$ cat src/core/ppt_pkg.sv
// Shared constants, field layout and descriptor types of the port priority and tag control block.
// Assumes a single system clock and a synchronous active-high reset.
package ppt_pkg;

	// Register map
	localparam logic [11:0] PPT_CTRL_OFFSET = 12'h000;
	localparam logic [7:0]  PPT_CTRL_RESET  = 8'h00;
	localparam int          PPT_CTRL_WIDTH  = 16;
	localparam int          PPT_RSVD_LSB    = 8;

	// Field positions
	localparam int PPT_STORM_BIT   = 7;
	localparam int PPT_DSCP_BIT    = 6;
	localparam int PPT_DOT1P_BIT   = 5;
	localparam int PPT_PRIO_MSB    = 4;
	localparam int PPT_PRIO_LSB    = 3;
	localparam int PPT_TAGINS_BIT  = 2;
	localparam int PPT_TAGREM_BIT  = 1;
	localparam int PPT_MULTIQ_BIT  = 0;

	// Cycles from descriptor in to decision out
	localparam int PPT_DECIDE_LATENCY = 1;

	// Control fields, packed in register bit order 7 down to 0
	typedef struct packed {
		logic       bcastStorm;
		logic       diffServ;
		logic       dot1p;
		logic [1:0] portPrio;
		logic       tagInsert;
		logic       tagRemove;
		logic       multiQueue;
	} ppt_ctrl_t;

	// Ingress packet descriptor from the parser
	typedef struct packed {
		logic       valid;
		logic       broadcast;
		logic       dscpHit;
		logic [1:0] dscpPrio;
		logic       dot1pHit;
		logic [1:0] dot1pPrio;
	} ppt_ingress_t;

	// Ingress decision
	typedef struct packed {
		logic       valid;
		logic [1:0] prio;
		logic       stormCheck;
	} ppt_class_t;

	// Egress packet descriptor from the queue manager
	typedef struct packed {
		logic        valid;
		logic        rxTagged;
		logic [11:0] ingressVid;
		logic [1:0]  prio;
	} ppt_egress_t;

	// Egress action to the transmit path
	typedef struct packed {
		logic        valid;
		logic        addTag;
		logic        stripTag;
		logic [11:0] tagVid;
		logic [1:0]  queue;
	} ppt_txact_t;

	// Priority from one classifier, zero when it is off or misses
	function automatic logic [1:0] ppt_hit_prio(input logic en, input logic hit, input logic [1:0] prio);
		return (en && hit) ? prio : 2'h0;
	endfunction

endpackage

$ cat src/core/ppt_classifier.sv
// Ingress priority classification and storm protection flag for one port.
// Assumes descriptors arrive from logic on the same clock.
`timescale 1ns/1ns
module ppt_classifier
	import ppt_pkg::*;
(
	// Clock and reset
	input  wire logic   mclk,
	input  wire logic   rst,
	// Configuration
	input  wire ppt_ctrl_t    ctrl,
	// Descriptor and decision
	input  wire ppt_ingress_t inDesc,
	output ppt_class_t        outClass
);

	wire logic       dscpUsed  = ctrl.diffServ && inDesc.dscpHit;
	wire logic       dot1pUsed = ctrl.dot1p && inDesc.dot1pHit;
	wire logic [1:0] orPrio    = ppt_hit_prio(ctrl.diffServ, inDesc.dscpHit, inDesc.dscpPrio) |
		ppt_hit_prio(ctrl.dot1p, inDesc.dot1pHit, inDesc.dot1pPrio);
	wire logic [1:0] prioNext  = (dscpUsed || dot1pUsed) ? orPrio : ctrl.portPrio;
	wire logic       stormNext = inDesc.valid && inDesc.broadcast && ctrl.bcastStorm;

	always_ff @(posedge mclk) begin
		if (rst) begin
			outClass <= '0;
		end else begin
			outClass.valid      <= inDesc.valid;
			outClass.prio       <= prioNext;
			outClass.stormCheck <= stormNext;
		end
	end

endmodule

$ cat src/core/ppt_egress_tag.sv
// Egress tag insertion, tag removal and output queue selection for one port.
// Assumes descriptors arrive from logic on the same clock.
`timescale 1ns/1ns
module ppt_egress_tag
	import ppt_pkg::*;
(
	// Clock and reset
	input  wire logic   mclk,
	input  wire logic   rst,
	// Configuration
	input  wire ppt_ctrl_t   ctrl,
	// Descriptor and action
	input  wire ppt_egress_t inDesc,
	output ppt_txact_t       outAct
);

	wire logic       addNext   = ctrl.tagInsert && !inDesc.rxTagged;
	wire logic       stripNext = ctrl.tagRemove && inDesc.rxTagged;
	wire logic [1:0] queueNext = ctrl.multiQueue ? inDesc.prio : 2'h0;

	always_ff @(posedge mclk) begin
		if (rst) begin
			outAct <= '0;
		end else begin
			outAct.valid    <= inDesc.valid;
			outAct.addTag   <= addNext;
			outAct.stripTag <= stripNext;
			outAct.tagVid   <= addNext ? inDesc.ingressVid : 12'h000;
			outAct.queue    <= queueNext;
		end
	end

endmodule

$ cat src/core/ppt_port_ctrl.sv
// Port one ingress and egress control register with its APB slave and decision logic.
// Assumes an APB master on mclk and switch descriptors on the same clock.
//
// Implementation choice: the APB interface to the registers.
`timescale 1ns/1ns
module ppt_port_ctrl
	import ppt_pkg::*;
(
	// Clock and reset
	input  wire logic         mclk,
	input  wire logic         rst,
	// APB slave
	input  wire logic         psel,
	input  wire logic         penable,
	input  wire logic         pwrite,
	input  wire logic [11:0]  paddr,
	input  wire logic [31:0]  pwdata,
	input  wire logic [3:0]   pstrb,
	output logic [31:0]       prdata,
	output logic              pready,
	output logic              pslverr,
	// Configuration levels
	output ppt_ctrl_t         portCtrl,
	// Ingress path
	input  wire ppt_ingress_t ingDesc,
	output ppt_class_t        ingClass,
	// Egress path
	input  wire ppt_egress_t  egrDesc,
	output ppt_txact_t        egrAct
);

	logic [7:0]  ctrl_reg;
	logic [7:0]  ctrl_next;
	logic [31:0] rdata_reg;
	logic [31:0] rdata_next;

	// Bus decode
	wire logic addrHit  = (paddr == PPT_CTRL_OFFSET);
	wire logic setupRd  = psel && !penable && !pwrite;
	wire logic accessOk = psel && penable;
	wire logic wrEn     = accessOk && pwrite && addrHit && pstrb[0];

	// Only the low byte is writable
	assign ctrl_next = wrEn ? pwdata[PPT_RSVD_LSB-1:0] : ctrl_reg;

	assign rdata_next = (setupRd && addrHit) ?
		{16'h0000, 8'h00, ctrl_reg} : 32'h0000_0000;

	assign pready  = 1'b1;
	assign pslverr = accessOk && !addrHit;
	assign prdata  = rdata_reg;
	assign portCtrl = ppt_ctrl_t'(ctrl_reg);

	always_ff @(posedge mclk) begin
		if (rst) begin
			ctrl_reg  <= PPT_CTRL_RESET;
			rdata_reg <= 32'h0000_0000;
		end else begin
			ctrl_reg  <= ctrl_next;
			rdata_reg <= rdata_next;
		end
	end

	// Ingress classification
	// DiffServ enable feeds classifier
	ppt_classifier u_classifier (
		.mclk     (mclk),
		.rst      (rst),
		.ctrl     (portCtrl),
		.inDesc   (ingDesc),
		.outClass (ingClass)
	);

	// Egress tagging and queueing
	ppt_egress_tag u_egress (
		.mclk   (mclk),
		.rst    (rst),
		.ctrl   (portCtrl),
		.inDesc (egrDesc),
		.outAct (egrAct)
	);
endmodule

$ cat config.mk
export PLATFORM = sky130hd
export DESIGN_NAME = ppt_port_ctrl
export DESIGN_NICKNAME = d
export VERILOG_FILES = /design/src/core/ppt_pkg.sv /design/src/core/ppt_classifier.sv /design/src/core/ppt_egress_tag.sv /design/src/core/ppt_port_ctrl.sv
export SDC_FILE = /design/constraint.sdc
export NUM_CORES = 1
export LEC_CHECK = 0
export BUFFER_PORTS_ARGS = -buffer_cell sky130_fd_sc_hd__buf_2
export CORE_ASPECT_RATIO = 0.6
export CORE_MARGIN = 2
export CORE_UTILIZATION = 40
export DETAILED_ROUTE_END_ITERATION = 10
export PLACE_DENSITY_LB_ADDON = 0.15
export SLEW_MARGIN = 20
export SYNTH_ARGS = -nofsm -noshare
export SYNTH_HDL_FRONTEND = slang
export SYNTH_HIERARCHICAL = 1
export SYNTH_SLANG_ARGS = --single-unit
$ cat constraint.sdc
create_clock -name mclk -period 5.5 [get_ports mclk]
set_input_delay 1.1 -clock mclk [delete_from_list [all_inputs] [get_ports mclk]]
set_output_delay 1.1 -clock mclk [all_outputs]
set_load 0.01 [all_outputs]
==> impl_metrics.ini <==
[worst_setup_path]
setup.worst_path.start = paddr[3]
reg2reg_setup_slack_ns = 4.53
worstSetupPathType = input pin to output port
crit_path_frequent_cell = buf_2
r2r_cells = 1
cp-end-kind = output port
regToRegEndpoint = u_egress/outAct[2]
cp_data_required_time_ns = 4.40
path_delay_family = simple AND/OR/NAND/NOR gates
worst-path-buf-inv = 2
crit_arrival_ns = 2.28
crit_fanout = 3
worstSetupStartpointType = input pin
cpPeakStageDelay_ns = 0.54
reg2reg_from = portCtrl[2]
crit_slowest_cell = or4_4
cp_cell_sequence = buf_2 -> or4_4 -> o311a_2 -> buf_2

[sta]
hold_viol = 0
fmax_mhz = 296
timing.setup.tns_ns = 0
setup_viol = 0
setup_ws_ns = 2.12
rsz0062_at_grt = no
layout_min_cycle_time_ns = 3.38
fin_worst_skew_ns = 0.00287
slew_violations = 0
holdWs_ns = 0.502
slew_headroom_pct = 54.6
worst_slew_pin_slew_ns = 0.675
fin_crit_sh_pct = 61.4

[logic_synthesis]
synth_top_family_by_area = simple AND/OR/NAND/NOR gates
async_reset_ff_share_pct = 0
postSynthCellCount = 138
synth_cell_types = 26
yosysMostFrequentCell = dfxtp_1
syn-cell-area_mm2 = 0.00158
yosys.area.top_type = dfxtp_1
netlist_top_cells_count = 37 x dfxtp_1, 25 x buf_4, 16 x nand2b_1
syn_area_per_cell_um2 = 11.4
synth_seq_cells = 37
synthAdderAreaFrac_pct = 0
synth_ff_type = dfxtp_1
synth_compound_area_share_pct = 1.51
synth_xor_area_share_pct = 0
synth-simple-area-share_pct = 31.3
synthMuxAreaShare_pct = 5.08
synth_warnings = 6
synth.area.top_cells = dfxtp_1 47%, buf_4 12%, nand2b_1 6.4%
synth-seq-area-share_pct = 47.0
synth_top_area_share_pct = 47.0
synth-edff-count = 0

[clocking]
clk_pin_slew_ns = 0.07
cts_tree = done
cts_num_sinks = 37
cts_made_buffers = 5
ctsResizeCount = 0
ctsLongestPathBuffers = 2
cts_hold_buf = 0
cts.htree.levels = 2
post-cts-setup-buffers = 0
root_buffer = clkbuf_8
insertion_delay_ns = 0.28

[hold_path]
min_from = portCtrl[1]
hp-class = flop to flop
worstHoldPathCells = 2
holdPathEnd = portCtrl[1]

[route]
wl_per_cell_um = 12.2
route.detailed.drc = 0
postRouteAntennaNets = 0
via_per_inst = 4.64
drt_iter0_drc = 43
num_vias = 1262
wl_um = 3310
dr.pass1.iters = 4

[pwr]
p_int_mw = 0.388
p_comb_share_pct = 8.3
netSwitchingFraction_pct = 21.6
ir_worst_vdd_mv = 0.108
leakagePower_nw = 1.06
power.total_mw = 0.495
power_switching_mw = 0.107
p_seq_share_pct = 54.3
power.density_mw_per_mm2 = 245
power_frac_clock_pct = 37.4

[global_routing]
use_met2_pct = 23.2
antenna_found_initial = 0
grt_use_met1_pct = 16.6
grt_overflow = 0
grt_pass1_wl_um = 4820
met3_usage_pct = 4.25
busiest_layer = met2
grt_use_total_pct = 14.1
first_global_vias = 1102
grt_max_degree = 38

[die]
die-area_mm2 = 0.00447
start_util_pct = 42.3
io_pins = 140
die_w_um = 85.0
num_rows = 17
die_y_um = 52.6
core_mm2 = 0.00372

[job]
cap_violations = 0

[layout]
synthToLayoutAreaGrowth_pct = 28.1
nNetsFinal = 302
drive_above_1_share_pct = 49.8
n_antenna_cell = 0

[outcome]
status = finished clean

[placement]
hpwl_um = 2510
numPortBuffers = 87
place.gp.congestion = 0.661
place_ws_ns = 2.13
-- routing by layer --
layer,vias up,part of all wire (%)
li1,596,-
met1,594,42
met2,64,48
met3,8,8.9
met4,0,1.8
met5,-,0
-- cell families (layout without fill, tap and decap cells) --
logic type / Yosys count / count (layout)
and+or+nand+nor: 58 / 58
AOI/OAI and AO/OA: 3 / 3
muxes: 8 / 8
buffers and inverters: 30 / 94
DFF: 37 / 37
other: 2 / 25
-- worst max path at each step --
stage,to,cells after the start
5_1_grt,pslverr,4
2_1_floorplan,pslverr,2
4_1_cts,pslverr,4
3_3_place_gp,pslverr,4
3_5_place_dp,pslverr,4
6_report,pslverr,4
-- state kept, by name, indices dropped and copies added, names as in the netlist --
name and count:
u_egress/outAct 17, portCtrl 8, prdata 8, u_classifier/outClass 4
-- power groups by stage --
| stage | combinational, mW | clock, mW | sequential [mW] |
|---|---|---|---|
| 3_3_place_gp | 0.0397 | 0 | 0.275 |
| 5_1_grt | 0.0451 | 0.205 | 0.269 |
| 3_5_place_dp | 0.0409 | 0 | 0.275 |
| 4_1_cts | 0.0409 | 0.193 | 0.269 |
| 6_report | 0.0411 | 0.185 | 0.269 |
| 2_1_floorplan | 0.0337 | 0 | 0.275 |
-- layout by cell type (no fill, tap or decap), types with 3 or more instances in the layout --
master / instances
buf_2: 87
dfxtp_1: 37
conb_1: 25
nand2b_1: 16
mux2i_1: 8
and2_1: 8
and4bb_2: 7
clkbuf_8: 6
nand3_1: 6
or4_4: 3
nor4bb_2: 3
and3b_1: 3
-- per-stage QoR --
step | utilization (%) | area, um^2 | instances
3_3_place_gp | 51.7 | 1930 | 265
5_1_grt | 54.2 | 2020 | 272
6_report | 54.2 | 2020 | 272
2_1_floorplan | - | 1660 | 161
4_1_cts | 54.1 | 2010 | 272
3_5_place_dp | 51.7 | 1930 | 265
-- area by class of cell --
type | instances | area [um^2]
fillers | 355 | 1700
flip-flops and latches | 37 | 741
repair buffers | 87 | 435
multi-input cells | 94 | 697
well taps | 47 | 58.8
clock buffers | 7 | 86.3
(Power assumes the default switching activity.)
